## config.mk

```make
export PLATFORM = sky130hd
export DESIGN_NAME = cscp_port
export DESIGN_NICKNAME = d
export VERILOG_FILES = /design/src/cscp_pkg.sv /design/src/cscp_port.sv /design/src/cscp_skid.sv
export SDC_FILE = /design/constraint.sdc
export NUM_CORES = 1
export LEC_CHECK = 0
export ABC_AREA = 1
export BUFFER_PORTS_ARGS = -buffer_cell sky130_fd_sc_hd__buf_2
export CAP_MARGIN = 25
export CORE_UTILIZATION = 40
export DETAILED_ROUTE_END_ITERATION = 16
export HOLD_SLACK_MARGIN = 0.05
export PLACE_DENSITY = 0.6
export SLEW_MARGIN = 20
export SYNTH_ARGS = -nofsm -noshare
export SYNTH_HDL_FRONTEND = slang
export SYNTH_HIERARCHICAL = 1
export SYNTH_SLANG_ARGS = --single-unit
```

## constraint.sdc

```tcl
create_clock -name core_clk -period 1.75 [get_ports core_clk]
set_input_delay 0.175 -clock core_clk [delete_from_list [all_inputs] [get_ports core_clk]]
set_output_delay 0.175 -clock core_clk [all_outputs]
set_load 0.005 [all_outputs]
```

## src/cscp_pkg.sv

```systemverilog
/*
 * Shared types and constants for the camera sensor capture port.
 * Assumes a single core clock domain at 250 MHz; sensor pins are asynchronous.
 */
package cscp_pkg;

	// ------------------------------------------------------------------
	// Timing modes and widths
	// ------------------------------------------------------------------
	typedef enum logic [1:0]
	{
		CSCP_MODE_EMBEDDED = 2'h0,
		CSCP_MODE_GATED    = 2'h1,
		CSCP_MODE_NONGATED = 2'h2
	} cscp_mode_e;

	localparam int DATA_W = 8;

	// Timing-code preamble bytes and field positions inside the status byte.
	localparam logic [7:0] CODE_PRE_FF = 8'hff;
	localparam logic [7:0] CODE_PRE_00 = 8'h00;
	localparam int         CODE_F_BIT  = 6;
	localparam int         CODE_V_BIT  = 5;
	localparam int         CODE_H_BIT  = 4;

	// Static configuration, steered by software through plain ports.
	typedef struct packed {
		cscp_mode_e mode;
		logic       frame_sync_falling;
		logic       line_sync_low;
		logic       pixel_clock_invert;
	} cscp_cfg_s;

	// One captured word with its frame and line markers.
	typedef struct packed {
		logic              frame_start;
		logic              line_start;
		logic [DATA_W-1:0] data;
	} cscp_word_s;

endpackage : cscp_pkg

```

## src/cscp_port.sv

```systemverilog
/*
 * Camera sensor capture port: samples sensor pins on core_clk, finds pixel
 * clock edges, qualifies words by mode and pushes them through a buffer.
 * Assumes the pixel clock is well below a quarter of core_clk.
 */
module cscp_port (
	input  wire logic                        core_clk,
	input  wire logic                        rst_b,
	input  wire cscp_pkg::cscp_cfg_s         capture_sensor_config,
	input  wire logic                        sensor_pixel_clock,
	input  wire logic                        sensor_frame_sync,
	input  wire logic                        sensor_line_sync,
	input  wire logic [cscp_pkg::DATA_W-1:0] sensor_data,
	output cscp_pkg::cscp_word_s             pix_word,
	output logic                             pix_valid,
	input  wire logic                        pix_ready,
	output logic                             frame_active,
	output logic                             line_active,
	output logic                             overrun
);

	localparam int W = cscp_pkg::DATA_W;

	typedef enum logic [1:0] { SEQ_IDLE, SEQ_FF, SEQ_Z1, SEQ_Z2 } cscp_seq_e;

	typedef struct packed {
		logic [1:0]   pclk_sy;
		logic [1:0]   fs_sy;
		logic [1:0]   ls_sy;
		logic [1:0][W-1:0] d_sy;
		logic         pclk_d;
		logic         fs_d;
		cscp_seq_e    seq;
		logic         synced;
		logic         frame;
		logic         line;
		logic         fs_pend;
		logic         ls_pend;
		logic         push;
		cscp_pkg::cscp_word_s word;
		logic         ovr;
		logic [1:0]   warm;
	} cscp_port_s;

	cscp_port_s st_r;
	cscp_port_s st_nxt;
	logic       buf_ready;

	// ------------------------------------------------------------------
	// Capture and decode.
	// ------------------------------------------------------------------
	always_comb
	begin
		logic       pclk_n;
		logic       fs_n;
		logic       ls_on;
		logic       edge_hit;
		logic       fs_edge;
		logic [W-1:0] d;
		logic       keep;
		logic       live;
		live     = 1'b0;
		pclk_n   = 1'b0;
		fs_n     = 1'b0;
		ls_on    = 1'b0;
		edge_hit = 1'b0;
		fs_edge  = 1'b0;
		d        = '0;
		keep     = 1'b0;
		st_nxt   = st_r;
		// Two-flop synchronisers; only the second stage is read downstream.
		st_nxt.pclk_sy = {st_r.pclk_sy[0], sensor_pixel_clock};
		st_nxt.fs_sy   = {st_r.fs_sy[0], sensor_frame_sync};
		st_nxt.ls_sy   = {st_r.ls_sy[0], sensor_line_sync};
		st_nxt.d_sy    = {st_r.d_sy[0], sensor_data};
		// Edges and levels count only once the synchronisers and edge flops hold
		// real pin samples, so an inverted setting makes no false edge after reset.
		if (st_r.warm != 2'h3)
			st_nxt.warm = st_r.warm + 2'h1;
		live = (st_r.warm == 2'h3);
		// Polarity normalisation to straight sense.
		pclk_n = st_r.pclk_sy[1] ^ capture_sensor_config.pixel_clock_invert;
		fs_n   = st_r.fs_sy[1] ^ capture_sensor_config.frame_sync_falling;
		ls_on  = live && (st_r.ls_sy[1] ^ capture_sensor_config.line_sync_low);
		st_nxt.pclk_d = pclk_n;
		st_nxt.fs_d   = fs_n;
		edge_hit = live && pclk_n && !st_r.pclk_d;
		fs_edge  = live && fs_n && !st_r.fs_d;
		d        = st_r.d_sy[1];
		st_nxt.push = 1'b0;
		// A word pushed while the buffer is full is lost; flag it one cycle later.
		st_nxt.ovr  = st_r.push && !buf_ready;
		unique case (capture_sensor_config.mode)
			cscp_pkg::CSCP_MODE_EMBEDDED:
			begin
				// Sync pins unused here; codes drive frame and line.
				if (edge_hit)
				begin
					unique case (st_r.seq)
						SEQ_IDLE: st_nxt.seq = (d == cscp_pkg::CODE_PRE_FF) ? SEQ_FF : SEQ_IDLE;
						SEQ_FF:   st_nxt.seq = (d == cscp_pkg::CODE_PRE_00) ? SEQ_Z1 : SEQ_IDLE;
						SEQ_Z1:   st_nxt.seq = (d == cscp_pkg::CODE_PRE_00) ? SEQ_Z2 : SEQ_IDLE;
						SEQ_Z2:
						begin
							// Status word: H=0 with V=0 start code, any other end code.
							st_nxt.seq = SEQ_IDLE;
							if (!d[cscp_pkg::CODE_H_BIT] && !d[cscp_pkg::CODE_V_BIT])
							begin
								if (!st_r.frame)
									st_nxt.fs_pend = 1'b1;
								st_nxt.frame  = 1'b1;
								st_nxt.synced = 1'b1;
								st_nxt.line   = 1'b1;
								st_nxt.ls_pend = 1'b1;
							end
							else
							begin
								st_nxt.line = 1'b0;
								if (d[cscp_pkg::CODE_V_BIT])
									st_nxt.frame = 1'b0;
							end
						end
					endcase
					// Preamble bytes never reach the stream, nor does blanking.
					keep = st_r.line && (st_r.seq == SEQ_IDLE) && (d != cscp_pkg::CODE_PRE_FF);
				end
			end
			cscp_pkg::CSCP_MODE_GATED:
			begin
				if (fs_edge)
				begin
					st_nxt.frame   = 1'b1;
					st_nxt.synced  = 1'b1;
					st_nxt.fs_pend = 1'b1;
				end
				if (ls_on && !st_r.line)
					st_nxt.ls_pend = 1'b1;
				st_nxt.line = ls_on;
				keep = edge_hit && ls_on;
			end
			default:
			begin
				if (fs_edge)
				begin
					st_nxt.frame   = 1'b1;
					st_nxt.synced  = 1'b1;
					st_nxt.fs_pend = 1'b1;
				end
				st_nxt.line = 1'b0;
				keep = edge_hit;
			end
		endcase
		// Hand the word to the buffer; drop before first frame start.
		if (keep && st_nxt.synced)
		begin
			st_nxt.word.data        = d;
			st_nxt.word.frame_start = st_nxt.fs_pend;
			st_nxt.word.line_start  = st_nxt.ls_pend;
			st_nxt.fs_pend          = 1'b0;
			st_nxt.ls_pend          = 1'b0;
			st_nxt.push             = 1'b1;
		end
	end

	// Register the whole state; synchronous active-low reset.
	always_ff @(posedge core_clk)
	begin
		if (!rst_b)
			st_r <= '0;
		else
			st_r <= st_nxt;
	end

	// ------------------------------------------------------------------
	// Output buffer and status.
	// ------------------------------------------------------------------
	cscp_skid #(
		.W ($bits(cscp_pkg::cscp_word_s))
	) u_buf (
		.core_clk  (core_clk),
		.rst_b     (rst_b),
		.in_data   (st_r.word),
		.in_valid  (st_r.push),
		.in_ready  (buf_ready),
		.out_data  (pix_word),
		.out_valid (pix_valid),
		.out_ready (pix_ready)
	);

	// Status levels come straight from state flops.
	assign frame_active = st_r.frame;
	assign line_active  = st_r.line;
	assign overrun      = st_r.ovr;

	// ------------------------------------------------------------------
	// Checks.
	// ------------------------------------------------------------------
	property p_no_push_unsynced;
		@(posedge core_clk) disable iff (!rst_b)
		!st_r.synced |=> !st_r.push;
	endproperty
	a_no_push_unsynced: assert property (p_no_push_unsynced)
		else $error("word before frame start");

	property p_gated_line;
		@(posedge core_clk) disable iff (!rst_b)
		(capture_sensor_config.mode == cscp_pkg::CSCP_MODE_GATED && !st_r.line)
			|=> !st_r.push;
	endproperty
	a_gated_line: assert property (p_gated_line)
		else $error("gated capture outside line");

	// Every sync edge seen after the warm-up starts a frame outside embedded mode.
	property p_fs_start;
		@(posedge core_clk) disable iff (!rst_b)
		(capture_sensor_config.mode != cscp_pkg::CSCP_MODE_EMBEDDED && $rose(st_r.fs_d)
			&& $past(st_r.warm) == 2'h3) |-> st_r.frame;
	endproperty
	a_fs_start: assert property (p_fs_start)
		else $error("frame not started on sync edge");

	// The push flop rises in the same cycle as the edge flop that saw the edge.
	property p_push_edge;
		@(posedge core_clk) disable iff (!rst_b)
		st_r.push |-> st_r.pclk_d && !$past(st_r.pclk_d);
	endproperty
	a_push_edge: assert property (p_push_edge)
		else $error("capture without clock edge");

	property p_emb_blank;
		@(posedge core_clk) disable iff (!rst_b)
		(capture_sensor_config.mode == cscp_pkg::CSCP_MODE_EMBEDDED && !st_r.line)
			|=> !st_r.push;
	endproperty
	a_emb_blank: assert property (p_emb_blank)
		else $error("blanking word captured");

	property p_one_per_edge;
		@(posedge core_clk) disable iff (!rst_b)
		st_r.push |=> !st_r.push;
	endproperty
	a_one_per_edge: assert property (p_one_per_edge)
		else $error("two words for one edge");

	property p_ng_noline;
		@(posedge core_clk) disable iff (!rst_b)
		capture_sensor_config.mode == cscp_pkg::CSCP_MODE_NONGATED |=> !st_r.line;
	endproperty
	a_ng_noline: assert property (p_ng_noline)
		else $error("line sync used in non-gated");

	// Starts only out of reset, so the edge flop's reset value is never compared.
	property p_pol_sample;
		@(posedge core_clk) disable iff (!rst_b)
		rst_b |=> st_r.pclk_d == ($past(st_r.pclk_sy[1])
			^ $past(capture_sensor_config.pixel_clock_invert));
	endproperty
	a_pol_sample: assert property (p_pol_sample)
		else $error("clock polarity not applied");

	c_frame: cover property (@(posedge core_clk) st_r.push && st_r.word.frame_start);
	c_line: cover property (@(posedge core_clk) st_r.push && st_r.word.line_start);
	c_stall: cover property (@(posedge core_clk) pix_valid && !pix_ready && !buf_ready);

endmodule : cscp_port

```

## src/cscp_skid.sv

```systemverilog
/*
 * Two-entry buffer with valid and ready on both sides.
 * Assumes producer and consumer share core_clk.
 */
module cscp_skid #(
	parameter int W = 10
) (
	input  wire logic         core_clk,
	input  wire logic         rst_b,
	input  wire logic [W-1:0] in_data,
	input  wire logic         in_valid,
	output logic              in_ready,
	output logic [W-1:0]      out_data,
	output logic              out_valid,
	input  wire logic         out_ready
);

	typedef struct packed {
		logic [1:0][W-1:0] mem;
		logic              rd;
		logic              wr;
		logic [1:0]        cnt;
	} cscp_skid_s;

	cscp_skid_s st_r;
	cscp_skid_s st_nxt;

	assign in_ready  = (st_r.cnt != 2'h2);
	assign out_valid = (st_r.cnt != 2'h0);
	assign out_data  = st_r.mem[st_r.rd];

	// ------------------------------------------------------------------
	// Pointer and occupancy update.
	// ------------------------------------------------------------------
	always_comb
	begin
		st_nxt = st_r;
		if (in_valid && in_ready)
		begin
			st_nxt.mem[st_r.wr] = in_data;
			st_nxt.wr           = ~st_r.wr;
		end
		if (out_valid && out_ready)
			st_nxt.rd = ~st_r.rd;
		st_nxt.cnt = st_r.cnt + {1'b0, in_valid && in_ready} - {1'b0, out_valid && out_ready};
	end

	// Register the state; reset empties the buffer.
	always_ff @(posedge core_clk)
	begin
		if (!rst_b)
			st_r <= '0;
		else
			st_r <= st_nxt;
	end

	// A full buffer that is not drained stays full; nothing is overwritten.
	property p_no_overflow;
		@(posedge core_clk) disable iff (!rst_b)
		(st_r.cnt == 2'h2 && !out_ready) |=> (st_r.cnt == 2'h2);
	endproperty
	a_no_overflow: assert property (p_no_overflow)
		else $error("buffer lost a word");

endmodule : cscp_skid

```

==> flow_summary.json <==
{
  "wl_met2_um": 2540,
  "r2r_cells": 7,
  "synthXorXnorAreaFrac": 0,
  "ys_async_sr_fraction": 0,
  "grt.total_usage": 0.155,
  "seq_area_frac_synth": 0.440,
  "synth_area_leaders": "dfxtp_1, nand2_1, inv_1",
  "power.density_nw_per_um2": 942,
  "synthFlopType": "dfxtp_1",
  "synth_cell_type_count": 30,
  "synth_area_leader_cell": "dfxtp_1",
  "gp_congestion": 0.772,
  "vias": 2603,
  "drc": 0,
  "p_comb_frac": 0.090,
  "relSlewSlack": 0.742,
  "power_switching_uw": 815,
  "wl_per_cell_um": 9.54,
  "p_seq_frac": 0.472,
  "setup-tns-final_ps": 0,
  "stdcell_area_sq_um": 3720,
  "synth.area.mux_share": 0,
  "boundaryPins": 33,
  "grt_pass1_wl_um": 10300,
  "cts_tree": "built",
  "postCtsSetupBuffers": 0,
  "setup.worst_path.end_class": "flop",
  "die_x_um": 90.6,
  "grt_overflow_total": 0,
  "clk_pin_slew_worst_paths_ps": 70,
  "drtIter0Drc": 73,
  "synth.most_common_cell": "nand2_1",
  "cap_violations": 0,
  "start_kind": "flop",
  "hpwl_um": 3870,
  "yosys.area_share.simple": 0.344,
  "syn_to_final_growth_pct": 18.7,
  "worstPathRequired_ps": 1980,
  "grt_antenna_before_repair": 0,
  "ant_nets": 0,
  "yosys_register_bits": 69,
  "fin_crit_sh": 0.927,
  "hold_viol": 0,
  "cp-startpoint": "u_buf/st_r[1]$_SDFF_PN0_",
  "core_sq_um": 7410,
  "setup_violations": 0,
  "fp-row-count": 31,
  "clock.fmax_mhz": 617,
  "routed_via_density": 4.43,
  "dpl_cell_area_sq_um": 3360,
  "cts_root_buf": "clkbuf_8",
  "crit_fanout": 5,
  "clockBufferDepth": 2,
  "drive_gt1_frac": 0.180,
  "grt_start_max_net_pins": 36,
  "dp_cells": 561,
  "synth_nets": 462,
  "die_h_um": 90.6,
  "met1Wirelength_um": 2790,
  "r2r-start": "u_buf/st_r[1]$_SDFF_PN0_",
  "yosys.area_share.adder": 0.0120,
  "min_from": "capture_sensor_config[2]",
  "routed.top_layer": "met4",
  "start_util": 0.424,
  "die_area_sq_um": 8210,
  "period_minus_slack_ps": 1620,
  "cts_buffers": 9,
  "cts.htree.levels": 3,
  "nNetsFinal": 506,
  "diodes": 0,
  "avgSynthCellArea_sq_um": 7.13,
  "switching_share": 0.232,
  "setup.worst_path.end": "u_buf/st_r[1]$_SDFF_PN0_",
  "filler_cell_count": 731,
  "port_buffers": 32,
  "leakagePower_nw": 1.83,
  "synth_compound_area_frac": 0.0518,
  "hp-class": "input pin to flop",
  "fin_skew_ps": 5.26,
  "wl_met3_um": 175,
  "r2r_end": "u_buf/st_r[1]$_SDFF_PN0_",
  "slew_viol_final": 0,
  "yosys.area.top_type_share": 0.440,
  "outcome": "finished clean",
  "clock_latency_ps": 330,
  "synth_top_family_by_area": "simple AND/OR/NAND/NOR gates",
  "worstMarginPinSlew_ps": 387,
  "syn_area_sq_um": 3140,
  "finalWirelength_um": 5610,
  "cts_sinks": 69,
  "fin_cells": 588,
  "critPathArrivalTime_ps": 1850,
  "synth_cells": 440,
  "yosys_warnings": 6,
  "p_int_mw": 2.70,
  "clkPwrFrac": 0.438,
  "synth_commonest_cells": "nand2_1, inv_1, dfxtp_1",
  "reg2reg_slack_ps": 130,
  "drt_first_pass_iters": 5,
  "synth-edff-count": 0,
  "crit_type": "flop to flop",
  "peakVddDrop_mv": 0.535,
  "grt_pass1_vias": 2443
}
[final cells by class]
cell class                 count  area, sq um  area share
multi-input combinational    258         1290       0.346
timing repair buffer          51          334      0.0897
clock buffer                  10          128      0.0343
inverter                      95          357      0.0957
clock inverter                 6          111      0.0299
sequential                    69         1380       0.372
tap                           99          124      0.0333
[metrics by stage]
step           total power, mW   util  worst slack (ps)  hold WS [ps]
6_report                  3.51  0.503               128           120
5_1_grt                   3.67  0.503             -3.49           129
4_1_cts                   3.55  0.501              93.1           100
3_5_place_dp              1.99  0.454              92.3           359
3_3_place_gp              1.98  0.454               148           355
2_1_floorplan             1.92      -              61.2           273
[state kept, by name, summed over array words and instances, names as in the netlist]
name,flops
frame_active,1
overrun,1
line_active,1
st_r,31
st_nxt,11
u_buf/st_r,24
[how the worst min path moves through the flow]
stage,end,slack (ps),cells after the start
detailed placement,st_nxt[33]$_SDFF_PN0_,360,3
CTS,st_r[21]$_SDFF_PN0_,100,3
global placement,st_nxt[31]$_SDFF_PN0_,360,3
global route,st_r[21]$_SDFF_PN0_,130,3
finish,st_r[21]$_SDFF_PN0_,120,3
floorplan,st_nxt[31]$_SDFF_PN0_,270,2
[placed cells by master, fill, tap and decap left out, types with 5 or more instances in the layout]
| master | n |
|---|---|
| a21oi_1 | 6 |
| buf_2 | 32 |
| buf_4 | 7 |
| clkbuf_8 | 9 |
| dfxtp_1 | 67 |
| dlygate4sd3_1 | 11 |
| inv_1 | 93 |
| nand2_1 | 119 |
| nand3_1 | 17 |
| nand3_2 | 12 |
| nand4_1 | 21 |
| nor2_1 | 44 |
| nor2_2 | 5 |
| o21ai_0 | 14 |
[routing by layer]
metal	vias up	track usage
li1	1415	-
met2	40	0.256
met5	-	0
met4	0	0.0887
met1	1140	0.185
met3	8	0.0328
[kinds of logic after synthesis]
| kind of cell | Yosys count |
|---|---|
| AND/OR/NAND/NOR | 229 |
| buffers and inverters | 113 |
| adder cells (fa/ha/maj) | 3 |
| AO/OA/AOI/OAI | 26 |
| flip-flops | 69 |
[power groups by stage]
| stage | Clock [mW] | Combinational [mW] | Sequential [mW] |
|---|---|---|---|
| CTS | 1.59 | 0.314 | 1.66 |
| global placement | 0 | 0.289 | 1.69 |
| global route | 1.64 | 0.365 | 1.66 |
| detailed placement | 0 | 0.295 | 1.69 |
| floorplan | 0 | 0.231 | 1.69 |
| finish | 1.54 | 0.315 | 1.66 |
[repair_timing]
| item | in CTS | in global routing |
|---|---|---|
| hold buffers | 11 | 0 |
| setup endpoints to repair | 0 | 14 |
| endpoints found under the hold margin | 11 | 0 |
| resized for setup | 0 | 5 |
[critical path, stage by stage, from the launching register on]
cell and delay [ps]:
dfxtp_2 360, o21a_1 210, ha_1 270, inv_1 40, ha_1 180, or2_2 290
a21oi_1 130, nor2_1 50
(Power assumes the default switching activity.)
